===== config.mk =====
export PLATFORM = sky130hd
export DESIGN_NAME = reset_and_mode_pin_control
export DESIGN_NICKNAME = d
export VERILOG_FILES = /design/src/inc/pin_mode_pkg.sv /design/src/core/reset_and_mode_pin_control.sv
export SDC_FILE = /design/constraint.sdc
export NUM_CORES = 1
export LEC_CHECK = 0
export ABC_AREA = 1
export BUFFER_PORTS_ARGS = -buffer_cell sky130_fd_sc_hd__buf_4
export CAP_MARGIN = 5
export CORE_MARGIN = 1.5
export CORE_UTILIZATION = 51
export DETAILED_ROUTE_END_ITERATION = 8
export GPL_ROUTABILITY_DRIVEN = 1
export GPL_TIMING_DRIVEN = 0
export PLACE_DENSITY = 0.91
export SKIP_LAST_GASP = 1
export SLEW_MARGIN = 25
export SYNTH_ARGS = -nofsm -noshare
export SYNTH_HDL_FRONTEND = slang
export SYNTH_SLANG_ARGS = --single-unit

===== constraint.sdc =====
create_clock -name pclk -period 4.5 [get_ports pclk]
set_input_delay 0.225 -clock pclk [delete_from_list [all_inputs] [get_ports pclk]]
set_output_delay 0.225 -clock pclk [all_outputs]
set_load 0.005 [all_outputs]

===== src/inc/pin_mode_pkg.sv =====
// Constants and types for the reset and mode pin control block
package pin_mode_pkg;
   // Register byte offsets
   localparam logic [7:0] OFS_SYSTEM_OPTIONS_ONE     = 8'h00;
   localparam logic [7:0] OFS_DEBUG_FORCE_RESET_REG  = 8'h04;
   localparam logic [7:0] OFS_CLOCK_CTRL_REG_TWO     = 8'h08;
   localparam logic [7:0] OFS_MODE_STATUS            = 8'h0C;
   // Field positions
   localparam int BIT_RESET_PIN_SELECT   = 0;
   localparam int BIT_DEBUG_PIN_SELECT   = 1;
   localparam int BIT_DEBUG_FORCE_RESET  = 0;
   localparam int BIT_OSC_RANGE          = 0;
   localparam int BIT_OSC_EXT_CLOCK      = 1;
   localparam int BIT_BUS_DIV_LO         = 2;
   localparam int BIT_STAT_HALTED        = 0;
   localparam int BIT_STAT_RESET_PIN     = 1;
   localparam int BIT_STAT_CAUSE_LO      = 2;
   // Clocking: internal source and default bus clock
   localparam int ICS_NOMINAL_MHZ        = 16;
   localparam int BUS_DEFAULT_MHZ        = 8;
   localparam logic [1:0] BUS_DIV_DEFAULT = 2'(ICS_NOMINAL_MHZ / BUS_DEFAULT_MHZ - 1);
   // Values after reset
   localparam logic RESET_PIN_SELECT_RST = 1'b0;
   localparam logic DEBUG_PIN_SELECT_RST = 1'b1;
   localparam logic OSC_RANGE_RST        = 1'b0;
   localparam logic OSC_EXT_CLOCK_RST    = 1'b0;
   // Cycle counts
   localparam logic [3:0] RESET_HOLD_CYCLES = 4'h8;
   localparam logic [4:0] BIT_CYCLES        = 5'h10;
   localparam logic [4:0] LOW_CYCLES_ONE    = 5'h04;
   localparam logic [4:0] LOW_CYCLES_ZERO   = 5'h0D;

   typedef enum logic [1:0] {cause_por, cause_pin, cause_force} cause_type;
   typedef enum logic [1:0] {tx_idle, tx_low, tx_speedup, tx_release} tx_state_type;

   typedef struct packed {
      logic         rst_s1;
      logic         rst_s2;
      logic         ms_s1;
      logic         ms_s2;
      logic         reset_pin_select;
      logic         debug_pin_select;
      logic         osc_range;
      logic         osc_ext_clock;
      logic [1:0]   bus_div;
      logic         in_reset;
      logic [3:0]   hold_cnt;
      cause_type    cause;
      logic         halted;
      logic         sys_reset_n;
      logic         rst_pin_pullup;
      logic         dbg_pin_pullup;
      logic         alt_fn_enable;
      tx_state_type tx_state;
      logic [4:0]   bit_cnt;
      logic [4:0]   low_len;
      logic         dbg_out;
      logic         dbg_oe;
      logic         tx_busy;
      logic         pready;
      logic         pslverr;
      logic [31:0]  prdata;
   } state_type;
endpackage : pin_mode_pkg


===== src/core/reset_and_mode_pin_control.sv =====
// Reset pin, debug/mode pin and clock option control with an APB register slave
//
// Added by the designer: the APB slave port and the register offsets.
`timescale 1ns/1ns
// Operation
// - All software registers of this block are clocked by the bus clock pclk.
// - Out of reset the clock selects the 16 MHz internal source divided to an 8 MHz bus.
// - A range bit picks one of two resonator ranges and another bit selects an external clock.
// - After power-on reset the shared reset pin is a plain port input.
// - Setting the reset pin select bit makes the pin the reset input until the next power-on.
// - A low level on the enabled reset pin resets the device and its pullup is switched on.
// - A reset from the reset pin always comes up in user mode, never halted.
// - Halted debug is entered on a low mode pin at power-on or at a software debug force reset.
// - During power-on or debug force reset the debug pin is only an input for mode select.
// - After any reset the debug pin serves debug traffic with pullup on while selected.
// - Every reset sets the debug pin select bit; software clears it for other functions.
// - A floating, pulled-up mode pin gives normal mode when the internal reset rises.
// - Each bit time on the debug wire lasts 16 debug controller clocks.
// - The debug controller clock may be as fast as the fastest bus clock.
// - The debug pin is pseudo open-drain with short actively driven high speedup pulses.
module reset_and_mode_pin_control (
   // Bus clock and power-on reset
   input  wire logic        pclk,
   input  wire logic        presetn,
   // APB slave
   input  wire logic        psel,
   input  wire logic        penable,
   input  wire logic        pwrite,
   input  wire logic [7:0]  paddr,
   input  wire logic [31:0] pwdata,
   output logic             pready,
   output logic [31:0]      prdata,
   output logic             pslverr,
   // Shared reset pin
   input  wire logic        reset_pin_in,
   output logic             reset_pin_pullup,
   // Shared debug and mode select pin
   input  wire logic        debug_pin_in,
   output logic             debug_pin_out,
   output logic             debug_pin_oe,
   output logic             debug_pin_pullup,
   output logic             port_a_bit_four_alt_enable,
   // Debug controller bit transmit
   input  wire logic        dbg_tx_start,
   input  wire logic        dbg_tx_bit,
   output logic             dbg_tx_busy,
   // System reset, mode and clock choices
   output logic             sys_reset_n,
   output logic             halted_debug_state,
   output logic             osc_range,
   output logic             osc_ext_clock,
   output logic [1:0]       bus_div
);
   pin_mode_pkg::state_type q;
   pin_mode_pkg::state_type d;

   logic setup;
   logic wr_take;
   logic mapped;
   logic [7:0] ofs;

   assign setup   = psel && !penable;
   assign wr_take = psel && penable && q.pready && pwrite && !q.in_reset;
   assign ofs     = paddr;
   assign mapped  = (ofs == pin_mode_pkg::OFS_SYSTEM_OPTIONS_ONE) ||
                    (ofs == pin_mode_pkg::OFS_DEBUG_FORCE_RESET_REG) ||
                    (ofs == pin_mode_pkg::OFS_CLOCK_CTRL_REG_TWO) ||
                    (ofs == pin_mode_pkg::OFS_MODE_STATUS);

   always_comb begin
      d = q;
      // Two-stage synchronisers for the pins
      d.rst_s1 = reset_pin_in;
      d.rst_s2 = q.rst_s1;
      d.ms_s1  = debug_pin_in;
      d.ms_s2  = q.ms_s1;

      // APB: one wait state, answer on the second access cycle
      d.pready  = psel && penable && !q.pready;
      d.pslverr = 1'b0;
      if (psel && penable && !q.pready) begin
         d.pslverr = !mapped;
         d.prdata  = 32'h0;
         case (ofs)
            pin_mode_pkg::OFS_SYSTEM_OPTIONS_ONE: begin
               d.prdata[pin_mode_pkg::BIT_RESET_PIN_SELECT] = q.reset_pin_select;
               d.prdata[pin_mode_pkg::BIT_DEBUG_PIN_SELECT] = q.debug_pin_select;
            end
            pin_mode_pkg::OFS_CLOCK_CTRL_REG_TWO: begin
               d.prdata[pin_mode_pkg::BIT_OSC_RANGE]     = q.osc_range;
               d.prdata[pin_mode_pkg::BIT_OSC_EXT_CLOCK] = q.osc_ext_clock;
               d.prdata[pin_mode_pkg::BIT_BUS_DIV_LO +: 2] = q.bus_div;
            end
            pin_mode_pkg::OFS_MODE_STATUS: begin
               d.prdata[pin_mode_pkg::BIT_STAT_HALTED]      = q.halted;
               d.prdata[pin_mode_pkg::BIT_STAT_RESET_PIN]   = q.reset_pin_select;
               d.prdata[pin_mode_pkg::BIT_STAT_CAUSE_LO +: 2] = q.cause;
            end
            default: d.prdata = 32'h0;
         endcase
      end else if (!psel) begin
         d.prdata = 32'h0;
      end

      // Register writes, all on pclk; writes during internal reset are dropped
      if (wr_take) begin
         case (ofs)
            pin_mode_pkg::OFS_SYSTEM_OPTIONS_ONE: begin
               // Set-only: the reset function can be left only by power-on reset
               if (pwdata[pin_mode_pkg::BIT_RESET_PIN_SELECT])
                  d.reset_pin_select = 1'b1;
               d.debug_pin_select = pwdata[pin_mode_pkg::BIT_DEBUG_PIN_SELECT];
            end
            pin_mode_pkg::OFS_CLOCK_CTRL_REG_TWO: begin
               d.osc_range     = pwdata[pin_mode_pkg::BIT_OSC_RANGE];
               d.osc_ext_clock = pwdata[pin_mode_pkg::BIT_OSC_EXT_CLOCK];
               d.bus_div       = pwdata[pin_mode_pkg::BIT_BUS_DIV_LO +: 2];
            end
            default: d.bus_div = d.bus_div;
         endcase
      end

      // Starting an internal reset: pin first, then software force
      if (!q.in_reset) begin
         if (q.reset_pin_select && !q.rst_s2) begin
            d.in_reset = 1'b1;
            d.cause    = pin_mode_pkg::cause_pin;
            d.hold_cnt = 4'h0;
         end else if (wr_take && ofs == pin_mode_pkg::OFS_DEBUG_FORCE_RESET_REG &&
                      pwdata[pin_mode_pkg::BIT_DEBUG_FORCE_RESET]) begin
            d.in_reset = 1'b1;
            d.cause    = pin_mode_pkg::cause_force;
            d.hold_cnt = 4'h0;
         end
      end else begin
         // Held in reset: defaults reload, reset pin choice survives
         d.debug_pin_select = pin_mode_pkg::DEBUG_PIN_SELECT_RST;
         d.osc_range        = pin_mode_pkg::OSC_RANGE_RST;
         d.osc_ext_clock    = pin_mode_pkg::OSC_EXT_CLOCK_RST;
         d.bus_div          = pin_mode_pkg::BUS_DIV_DEFAULT;
         d.tx_state         = pin_mode_pkg::tx_idle;
         d.hold_cnt         = q.hold_cnt + 4'h1;
         // Pin reset stretches while the pin stays low
         if (q.cause == pin_mode_pkg::cause_pin && !q.rst_s2)
            d.hold_cnt = 4'h0;
         if (q.hold_cnt == pin_mode_pkg::RESET_HOLD_CYCLES - 4'h1) begin
            d.in_reset = 1'b0;
            // Mode sampled once at release; the pin reset never halts
            d.halted = (q.cause != pin_mode_pkg::cause_pin) && !q.ms_s2;
         end
      end
      d.sys_reset_n = !d.in_reset;

      // Pin function outputs
      d.rst_pin_pullup = d.reset_pin_select;
      // Pullup stays on through internal reset so a floating mode pin reads high
      d.dbg_pin_pullup = d.debug_pin_select;
      d.alt_fn_enable  = !d.debug_pin_select && !d.in_reset;

      // Debug wire bit transmit, counted in pclk (the fastest bus clock)
      d.tx_busy = 1'b0;
      d.dbg_oe  = 1'b0;
      d.dbg_out = 1'b0;
      if (!d.in_reset) begin
         case (q.tx_state)
            pin_mode_pkg::tx_idle: begin
               if (dbg_tx_start && q.debug_pin_select) begin
                  d.tx_state = pin_mode_pkg::tx_low;
                  d.bit_cnt  = 5'h0;
                  d.low_len  = dbg_tx_bit ? pin_mode_pkg::LOW_CYCLES_ONE
                                          : pin_mode_pkg::LOW_CYCLES_ZERO;
               end
            end
            pin_mode_pkg::tx_low: begin
               d.bit_cnt = q.bit_cnt + 5'h1;
               if (q.bit_cnt == q.low_len - 5'h1)
                  d.tx_state = pin_mode_pkg::tx_speedup;
            end
            pin_mode_pkg::tx_speedup: begin
               // One driven-high cycle sharpens the rising edge
               d.bit_cnt  = q.bit_cnt + 5'h1;
               d.tx_state = pin_mode_pkg::tx_release;
            end
            pin_mode_pkg::tx_release: begin
               d.bit_cnt = q.bit_cnt + 5'h1;
               if (q.bit_cnt == pin_mode_pkg::BIT_CYCLES - 5'h1)
                  d.tx_state = pin_mode_pkg::tx_idle;
            end
            default: d.tx_state = pin_mode_pkg::tx_idle;
         endcase
         d.tx_busy = d.tx_state != pin_mode_pkg::tx_idle;
         d.dbg_oe  = d.tx_state == pin_mode_pkg::tx_low ||
                     d.tx_state == pin_mode_pkg::tx_speedup;
         d.dbg_out = d.tx_state == pin_mode_pkg::tx_speedup;
      end
   end

   always_ff @(posedge pclk or negedge presetn) begin
      if (!presetn) begin
         q                  <= '0;
         q.rst_s1           <= 1'b1;
         q.rst_s2           <= 1'b1;
         q.ms_s1            <= 1'b1;
         q.ms_s2            <= 1'b1;
         q.reset_pin_select <= pin_mode_pkg::RESET_PIN_SELECT_RST;
         q.debug_pin_select <= pin_mode_pkg::DEBUG_PIN_SELECT_RST;
         q.dbg_pin_pullup   <= pin_mode_pkg::DEBUG_PIN_SELECT_RST;
         q.osc_range        <= pin_mode_pkg::OSC_RANGE_RST;
         q.osc_ext_clock    <= pin_mode_pkg::OSC_EXT_CLOCK_RST;
         q.bus_div          <= pin_mode_pkg::BUS_DIV_DEFAULT;
         q.in_reset         <= 1'b1;
         q.cause            <= pin_mode_pkg::cause_por;
         q.tx_state         <= pin_mode_pkg::tx_idle;
      end else begin
         q <= d;
      end
   end

   assign pready                     = q.pready;
   assign prdata                     = q.prdata;
   assign pslverr                    = q.pslverr;
   assign reset_pin_pullup           = q.rst_pin_pullup;
   assign debug_pin_out              = q.dbg_out;
   assign debug_pin_oe               = q.dbg_oe;
   assign debug_pin_pullup           = q.dbg_pin_pullup;
   assign port_a_bit_four_alt_enable = q.alt_fn_enable;
   assign dbg_tx_busy                = q.tx_busy;
   assign sys_reset_n                = q.sys_reset_n;
   assign halted_debug_state         = q.halted;
   assign osc_range                  = q.osc_range;
   assign osc_ext_clock              = q.osc_ext_clock;
   assign bus_div                    = q.bus_div;

   logic debug_pin_select_chk;
   assign debug_pin_select_chk = q.debug_pin_select;

   a_rst_sel_sticky: assert property (@(posedge pclk) disable iff (!presetn)
      q.reset_pin_select |=> q.reset_pin_select)
      else $error("reset pin select cleared without power-on");
   a_pin_reset_user: assert property (@(posedge pclk) disable iff (!presetn)
      (q.in_reset && q.cause == pin_mode_pkg::cause_pin) |-> ##[1:300] !halted_debug_state)
      else $error("pin reset left device halted");
   a_force_reset_go: assert property (@(posedge pclk) disable iff (!presetn)
      (wr_take && ofs == pin_mode_pkg::OFS_DEBUG_FORCE_RESET_REG && pwdata[0] && !q.in_reset)
      |=> !sys_reset_n [*8])
      else $error("force reset not held eight cycles");
   a_dbg_in_reset: assert property (@(posedge pclk) disable iff (!presetn)
      !sys_reset_n |-> !debug_pin_oe)
      else $error("debug pin driven during reset");
   a_dbg_sel_set: assert property (@(posedge pclk) disable iff (!presetn)
      $rose(sys_reset_n) |-> debug_pin_select_chk)
      else $error("debug pin select not set after reset");
   a_bit_time_len: assert property (@(posedge pclk) disable iff (!presetn)
      ($rose(dbg_tx_busy) && sys_reset_n) |-> dbg_tx_busy [*8] ##1 dbg_tx_busy [*8]
      ##1 !dbg_tx_busy)
      else $error("debug bit time wrong");
   a_speedup_short: assert property (@(posedge pclk) disable iff (!presetn)
      (debug_pin_oe && debug_pin_out) |=> !debug_pin_oe)
      else $error("speedup pulse longer than one cycle");
   a_clock_default: assert property (@(posedge pclk) disable iff (!presetn)
      $rose(sys_reset_n) |-> (bus_div == pin_mode_pkg::BUS_DIV_DEFAULT && !osc_ext_clock))
      else $error("clock not at default after reset");
   a_pin_pullup: assert property (@(posedge pclk) disable iff (!presetn)
      q.reset_pin_select |=> reset_pin_pullup)
      else $error("reset pin pullup not enabled");

   c_pin_reset: cover property (@(posedge pclk) disable iff (!presetn)
      q.in_reset && q.cause == pin_mode_pkg::cause_pin);
   c_force_halt: cover property (@(posedge pclk) disable iff (!presetn)
      $rose(halted_debug_state) && q.cause == pin_mode_pkg::cause_force);
   c_bit_sent: cover property (@(posedge pclk) disable iff (!presetn)
      $fell(dbg_tx_busy) && sys_reset_n);
endmodule : reset_and_mode_pin_control


==> run metrics, run 1 <==
outcome complete, no violations; Max Freq 0.468 GHz; Place WS ~2400 ps; Synth top area share 35.8%; number of library cell types mapped by synthesis 26; CP Cell Sequence ha_1, and3_1, ha_1, or2_2, a21oi_1, nor2_1, nand2_1, inv_1, ha_1, nor2_1; Setup TNS Final 0 ps; Mapped Area approximately 2200 um^2; H-tree level count 2; Worst Setup Start Kind register; fin crit period around 2100 ps; top post-synthesis cells by area dfrtp_1, buf_4, nand2_1, dfstp_2, nand3_1; via/cell ratio approximately 4.8; Yosys top cell by area dfrtp_1; final hold viol count 0; warnings from Yosys 0; Worst path most repeated cell ha_1; crit path max-delay cell type dfrtp_1; Worst EP required between 4000 and 5000 ps; Syn Inst Count about 260; total number of vias 1840; RD Place Congestion about 0.93; Port-buffer cells 38; DRT iter0 DRCs 158; Reg-to-Reg Start q[42]$_DFFE_PN0P_; Synth Register Bits 38; average cell area after synthesis a little over 8 um^2; clk root buf clkbuf_8; register area share after synthesis 44.2%; Die Y 68.2 um; clk_lat worst skew 300 ps; Residual DRC 0; CP top delay family simple AND/OR/NAND/NOR gates; Final HPWL DP around 3.2 mm; Setup Fix Bufs, Post-CTS 0; Layout area overhead 26.2%; CP bufs+invs 1; Longest Clk Path Bufs 2; crit path launch q[42]$_DFFE_PN0P_; number of global-route vias before repair 1685; core area about 4000 um^2; # setup viols final 0; WS Path Type reg2reg; fin nets around 390; first-pass GRT wire length around 7.0 mm; DRT Pass-1 Iters 4; Critical Path AT between 2000 and 2500 ps; GRT overflow 0; critical path peak fanout 5; worst hold start debug_pin_in; Fillers ~300; Die X 68.2 um; die area 4650 um^2; clk_skew a little over 7 ps; RSZ-0062 raised after global routing false; pin count of the biggest net entering global routing 39; starting density of the core a little over half; fraction of layout cells with a size suffix above 1 29.2%; leading cell types in the layout, fill and taps excluded buf_4, nand2_1, dfrtp_1; worst reg2reg setup slack approximately 2400 ps; most common cell after layout, fill and taps aside buf_4; Peak VDD IR around 0.16 mV; # clock sinks 38; clock slew at reported path FFs around 80 ps; fin crit share approximately 47%; CTS tree built; number of max-cap violations 0; crit-path max cell delay around 420 ps; Std-Cell Rows 23; Final WS setup 2360 ps; CTS buffer count 5; WL/cell around 11 um; Hold Crit Class in2reg; Detail Route Antenna Nets 0; Pleak 0.00155 uW; initial antenna violation count 0; Antenna Cells 0; io pins 95; final wirelength 4.35 mm; PwrDens approximately 300 nW/um^2; Slew Viols, Final 0; GRT Util Overall 20.7%; Worst setup EP type register
[synthesized netlist by cell type, drive strengths merged]
cell and number:
inv 31, ha 7, nor2 23, nor3 5, dfstp 7, and3 1
a21oi 4, dfrtp 31, o22ai 1, and2 1, xor2 5, or2 1
buf 36, o21ai 10, nand2 61, o31ai 2, xnor2 2, conb 1
nand3 28, nand4 5
[final timing paths]
check                                    endpoint  cells after the start
min in group asynchronous   prdata[0]$_DFFE_PN0P_                      2
min                               d[67]$_DFF_PN1_                      1
min reg2reg                       q[69]$_DFF_PN1_                      0
max in group asynchronous         d[67]$_DFF_PN1_                      2
max reg2reg                debug_pin_oe$_DFF_PN0_                     10
max                        debug_pin_oe$_DFF_PN0_                     10
[per-layer routing]
metal  track usage [%]  vias up  share of wire (%)
met5                 0        -                  0
li1                  -      911                  -
met2              37.3       71                 53
met3              6.74       11                7.4
met1              22.6      847                 38
met4              7.75        0                1.9
[cell type report]
class | instances | area [um^2] | share of cell area [%]
Buffer | 36 | 278 | 10.1
Clock buffer | 5 | 68.8 | 2.51
Clock inverter | 3 | 40.0 | 1.46
Inverter | 31 | 116 | 4.25
Multi-Input combinational cell | 184 | 917 | 33.5
Sequential cell | 38 | 960 | 35.1
Tap cell | 50 | 62.6 | 2.29
Timing Repair Buffer | 39 | 295 | 10.8
[through the flow]
stage	total power, uW	cells	hold WS, ps	instance area, um^2	util (%)
after floorplan	480	289	-70.6	2270	-
after global placement	519	377	210	2620	64.5
after detailed placement	527	377	214	2620	64.5
after CTS	813	386	22.0	2740	67.5
after global routing	849	386	19.6	2740	67.5
final	808	386	31.8	2740	67.5
[flip-flops by register name, summed over array words and instances (netlist names), 2 cells and up]
| register | cells |
|---|---|
| bus_div | 2 |
| d | 2 |
| prdata | 4 |
| q | 18 |
[power by group]
| group | switching [uW] | internal, uW |
|---|---|---|
| Sequential | 17.3 | 366 |
| Combinational | 72.9 | 65.5 |
| Clock | 124 | 163 |
| Total | 214 | 595 |
[cells by family after synthesis]
| family | count (synthesis) | synth area share [%] |
|---|---|---|
| XOR/XNOR | 7 | 2.83 |
| other | 1 | 0.173 |
| buffers and inverters | 67 | 18.2 |
| adder cells (fa/ha/maj) | 7 | 4.04 |
| AND/OR/NAND/NOR | 125 | 26.4 |
| AO/OA/AOI/OAI | 17 | 4.21 |
| flip-flops | 38 | 44.2 |
[timing repair]
| action | in CTS | in global routing |
|---|---|---|
| gates resized for setup | 0 | 0 |
| hold endpoints to repair | 31 | 0 |
| hold buffers | 1 | 0 |
(Power assumes the default switching activity.)
==> run 2, diff against run 1 <==
Settings changed: CORE_UTILIZATION 51 to 43, PLACE_DENSITY 0.91 to 0.83.
Clock period 4.5 ns to 1.96 ns, I/O delays scaled along.
==> run 2 against run 1 <==
  * Largest power group unchanged
  * Via count rose by 0.54%
  * Highest routed layer unchanged
  * Utilization fell by 7.9 points
  * Fmax rose by 13%
==> run metrics, run 2 (same netlist as run 1, synthesis figures left out) <==
Placed Cells 394; final wirelength 4.61 mm; clock slew at reported path FFs 80 ps; Hold Crit Class in2reg; fin nets about 400; starting density of the core between 40% and 50%; Setup TNS Final 0 ps; DRT iter0 DRCs 165; fin crit period 1900 ps; CTS tree built; first-pass GRT wire length 7.29 mm; Die Y 74.0 um; final instance area 2850 um^2; outcome complete, no violations; total number of vias about 1900; Final HPWL DP approximately 3.3 mm; # setup viols final 0; Most flops, register q; Pleak ~0.0016 uW; Hold Path Depth 3; pin count of the biggest net entering global routing 39; RSZ-0062 raised after global routing false; most common cell after layout, fill and taps aside buf_4; Fillers 402; initial antenna violation count 0; io pins 95; Reg-to-Reg Start q[42]$_DFFE_PN0P_; fin crit share 96.7%; Critical Path AT 2090 ps; Largest register FFs 18; r2r endpoint debug_pin_oe$_DFF_PN0_; Worst setup EP type register; Detail Route Antenna Nets 0; Layout area overhead 31.3%; Worst EP required about 2200 ps; Peak VDD IR between 0.3 and 0.4 mV; fraction of layout cells with a size suffix above 1 33.1%; end of the critical path debug_pin_oe$_DFF_PN0_; PwrDens a little over 600 nW/um^2; Worst Setup Start Kind register; clk_skew approximately 13 ps; via/cell ratio 4.50; Antenna Cells 0; number of global-route vias before repair 1808; final hold viol count 0; H-tree level count 2; number of max-cap violations 0; worst reg2reg setup slack around 65 ps; worst hold start pwdata[1]; CP bufs+invs 1; DRT Pass-1 Iters 4; crit path launch q[42]$_DFFE_PN0P_; # clock sinks 38; CTS buffer count 5; RD Place Congestion 0.843; Port-buffer cells 38; worst r2r path cells 10; placed standard-cell area approximately 2600 um^2; Slew Viols, Final 0; Residual DRC 0; clk_lat worst skew 290 ps; WL/cell roughly 11 um; Max Freq between 0.5 and 0.6 GHz; crit-path max cell delay between 300 and 400 ps; CP Cell Sequence ha_2, and3_4, ha_2, or2_4, a21oi_2, nor2_2, nand2_2, inv_2, ha_4, nor2_2; crit path max-delay cell type dfrtp_1; GRT Util Overall about 17%; die area 5480 um^2; critical path peak fanout 2; WS Path Type reg2reg; CP top delay family adder cells; stages on the worst setup path 10; Longest Clk Path Bufs 2; Non-Filler Instances 411; Die X ~74 um; core area 4790 um^2; leading cell types in the layout, fill and taps excluded buf_4, nand2_1, dfrtp_1; hold_ws roughly 31 ps; Std-Cell Rows 25; GRT overflow 0; clk root buf clkbuf_8
[run 2: cell count changes in the layout (fill, tap and decap cells not counted), sizes merged]
cell | before | now
buf | 74 | 80
clkbuf | 5 | 6
clkinv | 2 | 1
clkinvlp | 0 | 1
bufinv | 1 | 0
dlygate4sd3 | 1 | 3
[run 2: worst min path at each step]
stage,end,slack [ps]
finish,osc_ext_clock$_DFFE_PN0P_,30
floorplan,bus_div[1]$_DFFE_PN0P_,-200
detailed placement,pslverr$_DFF_PN0_,90
global route,osc_ext_clock$_DFFE_PN0P_,40
CTS,bus_div[1]$_DFFE_PN0P_,6
global placement,pready$_DFF_PN0_,90
[run 2: layout make-up]
cell class              instances  area [um^2]  area share [%]
clock buffers                   6         82.6            2.90
repair buffers                 47          360            12.6
flip-flops and latches         38          960            33.7
multi-input cells             184          956            33.6
clock inverters                 2         12.5           0.439
well taps                      67         83.8            2.94
plain buffers                  36          278            9.75
inverters                      31          116            4.08
[run 2: tightest hold or removal path, cell delays in order]
cell and delay (ps):
buf_4 90, nand2_1 50, nand2_1 50
[run 2: repair_timing]
item / CTS / global route
gates cloned: 0 / 0
resized for setup: 3 / 7
hold buffers: 3 / 0
hold endpoints to repair: 33 / 0
buffers inserted: 3 / 3
endpoints found under the setup margin: 3 / 3
pin swaps: 5 / 6
[run 2: power by group]
| part | switching (uW) | internal, uW | total [uW] |
|---|---|---|---|
| combinational | 175 | 159 | 334 |
| sequential | 41.8 | 841 | 882 |
| clock | 276 | 283 | 559 |
| total | 493 | 1280 | 1780 |
[run 2: layer usage]
metal / track usage, % / wire, um / vias to the layer above
met3: 4.34 / 265 / 10
met2: 31.6 / 2380 / 60
met1: 18.7 / 1860 / 852
met5: 0 / 0 / -
li1: - / - / 928
met4: 9.05 / 96 / 0
[run 2: stage by stage]
stage | total power, uW | utilization (%) | worst slack (ps)
2_1_floorplan | 1100 | - | 5.23
3_3_place_gp | 1190 | 55.2 | -100
3_5_place_dp | 1210 | 55.2 | -157
4_1_cts | 1780 | 58.6 | 1.80
5_1_grt | 1870 | 59.5 | 8.23
6_report | 1780 | 59.5 | 64.8
==> run 3, diff against run 2 <==
==> constraint.sdc (replaced) <==
create_clock -name pclk -period 1.96 [get_ports pclk]
set_input_delay 0.294 -clock pclk [delete_from_list [all_inputs] [get_ports pclk]]
set_output_delay 0.294 -clock pclk [all_outputs]
set_load 0.005 [all_outputs]
==> run 3 against run 2 <==
  * Critical path depth unchanged
  * Clock power is essentially flat
  * Power shrank 0.22%
  * Combinational power is essentially flat
  * Global-route usage barely moved
  * First-iteration DRC count fell by 6.7%
  * Fmax is 0.10% higher
  * Sequential power barely moved
  * Largest cell class unchanged
  * Largest power group unchanged
==> run metrics, run 3 (same netlist as run 1, synthesis figures left out) <==
Finished Core Util between 50% and 60%; CTS tree built; PwrDens between 600 and 700 nW/um^2; Slew Viols, Final 0; initial antenna violation count 0; RSZ-0062 raised after global routing false; outcome complete, no violations; # setup viols final 0; clock slew at reported path FFs approximately 80 ps; critical path peak fanout 2; crit path max-delay cell type dfrtp_1; most common cell after layout, fill and taps aside buf_4; GRT overflow 0; Reg-to-Reg Start q[42]$_DFFE_PN0P_; number of global-route vias before repair 1814; Worst setup EP type register; Critical Path AT around 2100 ps; clk root buf clkbuf_8; fin crit period around 1900 ps; H-tree level count 2; worst r2r path cells 10; clk_skew 12.9 ps; multi-input logic area 956 um^2; Worst Setup Start Kind register; fin crit share between 90 and 100%; leading cell types in the layout, fill and taps excluded buf_4, nand2_1, dfrtp_1; GRT Util Overall 17.5%; RD Place Congestion 0.843; Peak VDD IR approximately 0.32 mV; Detail Route Antenna Nets 0; Die Y 74.0 um; r2r endpoint debug_pin_oe$_DFF_PN0_; pin count of the biggest net entering global routing 39; Hold Crit Class in2reg; Residual DRC 0; # clock sinks 38; Layout area overhead 30.4%; worst reg2reg setup slack approximately 67 ps; Fillers ~400; first-pass GRT wire length between 7 and 8 mm; Final HPWL DP between 3 and 4 mm; Placed Cells 394; Port-buffer cells 38; Std-Cell Rows 25; CTS buffer count 5; Most flops, register q; DRT Pass-1 Iters 4; Antenna Cells 0; crit-path max cell delay between 300 and 400 ps; fraction of layout cells with a size suffix above 1 33.3%; flip-flop and latch area roughly 960 um^2; Min-Delay Endpoint d[69]$_DFF_PN1_; Max Freq roughly 0.53 GHz; Worst EP required 2150 ps; Largest register FFs 18; final hold viol count 0; clk_lat worst skew just under 300 ps; die area 5480 um^2; total number of vias between 1500 and 2000; fin nets a little under 400; number of max-cap violations 0; Hold Path Depth 1; worst hold start reset_pin_in; Die X 74.0 um; io pins 95; Pleak around 0.0016 uW; Non-Filler Instances 409; core area between 4000 and 5000 um^2; WL/cell about 11 um; CP Cell Sequence ha_2, and3_4, ha_2, or2_4, a21oi_2, nor2_2, nand2_2, inv_2, ha_4, nor2_2; starting density of the core roughly 45%; WS Path Type reg2reg; final wirelength around 4.6 mm; Longest Clk Path Bufs 2; via/cell ratio 4.45; crit path launch q[42]$_DFFE_PN0P_; DRT iter0 DRCs 154
run 3: repair_timing:
| item | CTS | global route |
|---|---|---|
| pin swaps | 5 | 6 |
| hold endpoints to repair | 31 | 0 |
| hold buffers | 1 | 0 |
| setup endpoints to repair | 3 | 3 |
| buffers inserted | 3 | 3 |
| gates resized for setup | 3 | 7 |
run 3: where the power goes:
group | internal (uW) | switching [uW] | total (uW)
Sequential | 841 | 41.9 | 883
Clock | 283 | 275 | 558
Combinational | 156 | 174 | 331
run 3: per-stage QoR:
step	setup TNS [ps]	hold WS, ps	power [uW]	cell area (um^2)	setup WS, ps
2_1_floorplan	0	-1.59	1100	2270	5.23
3_3_place_gp	-123	281	1190	2640	-100
3_5_place_dp	-272	284	1210	2640	-157
4_1_cts	0	106	1780	2790	1.80
5_1_grt	0	99.4	1860	2830	8.23
6_report	0	114	1770	2830	66.8
run 3: per-layer routing:
metal / track usage, % / up-vias / part of all wire, %
li1: - / 923 / -
met1: 18.7 / 838 / 41
met2: 31.6 / 50 / 52
met3: 4.34 / 10 / 5.1
met4: 9.05 / 0 / 2.0
met5: 0 / - / 0
run 3: worst max path at each step:
stage               cells after the start                      to  slack, ps
CTS                                    10  debug_pin_oe$_DFF_PN0_          2
global route                           10  debug_pin_oe$_DFF_PN0_          8
global placement                       10  debug_pin_oe$_DFF_PN0_       -100
finish                                 10  debug_pin_oe$_DFF_PN0_         70
floorplan                              10  debug_pin_oe$_DFF_PN0_          5
detailed placement                     10  debug_pin_oe$_DFF_PN0_       -160
run 3: final cells by class:
type / count / share of cell area (%)
Multi-Input combinational cell: 184 / 33.8
Inverter: 31 / 4.11
Timing Repair Buffer: 45 / 12.0
Sequential cell: 38 / 33.9
Clock buffer: 6 / 2.92
Clock inverter: 2 / 0.442
Buffer: 36 / 9.82
Tap cell: 67 / 2.96
run 3: critical path: cells and delay by family (launching register included):
kind | cells | cell delay (ps)
buf+inv | 1 | 60
flops | 1 | 390
fa+ha+maj | 3 | 610
simple gates | 5 | 590
compound gates | 1 | 150
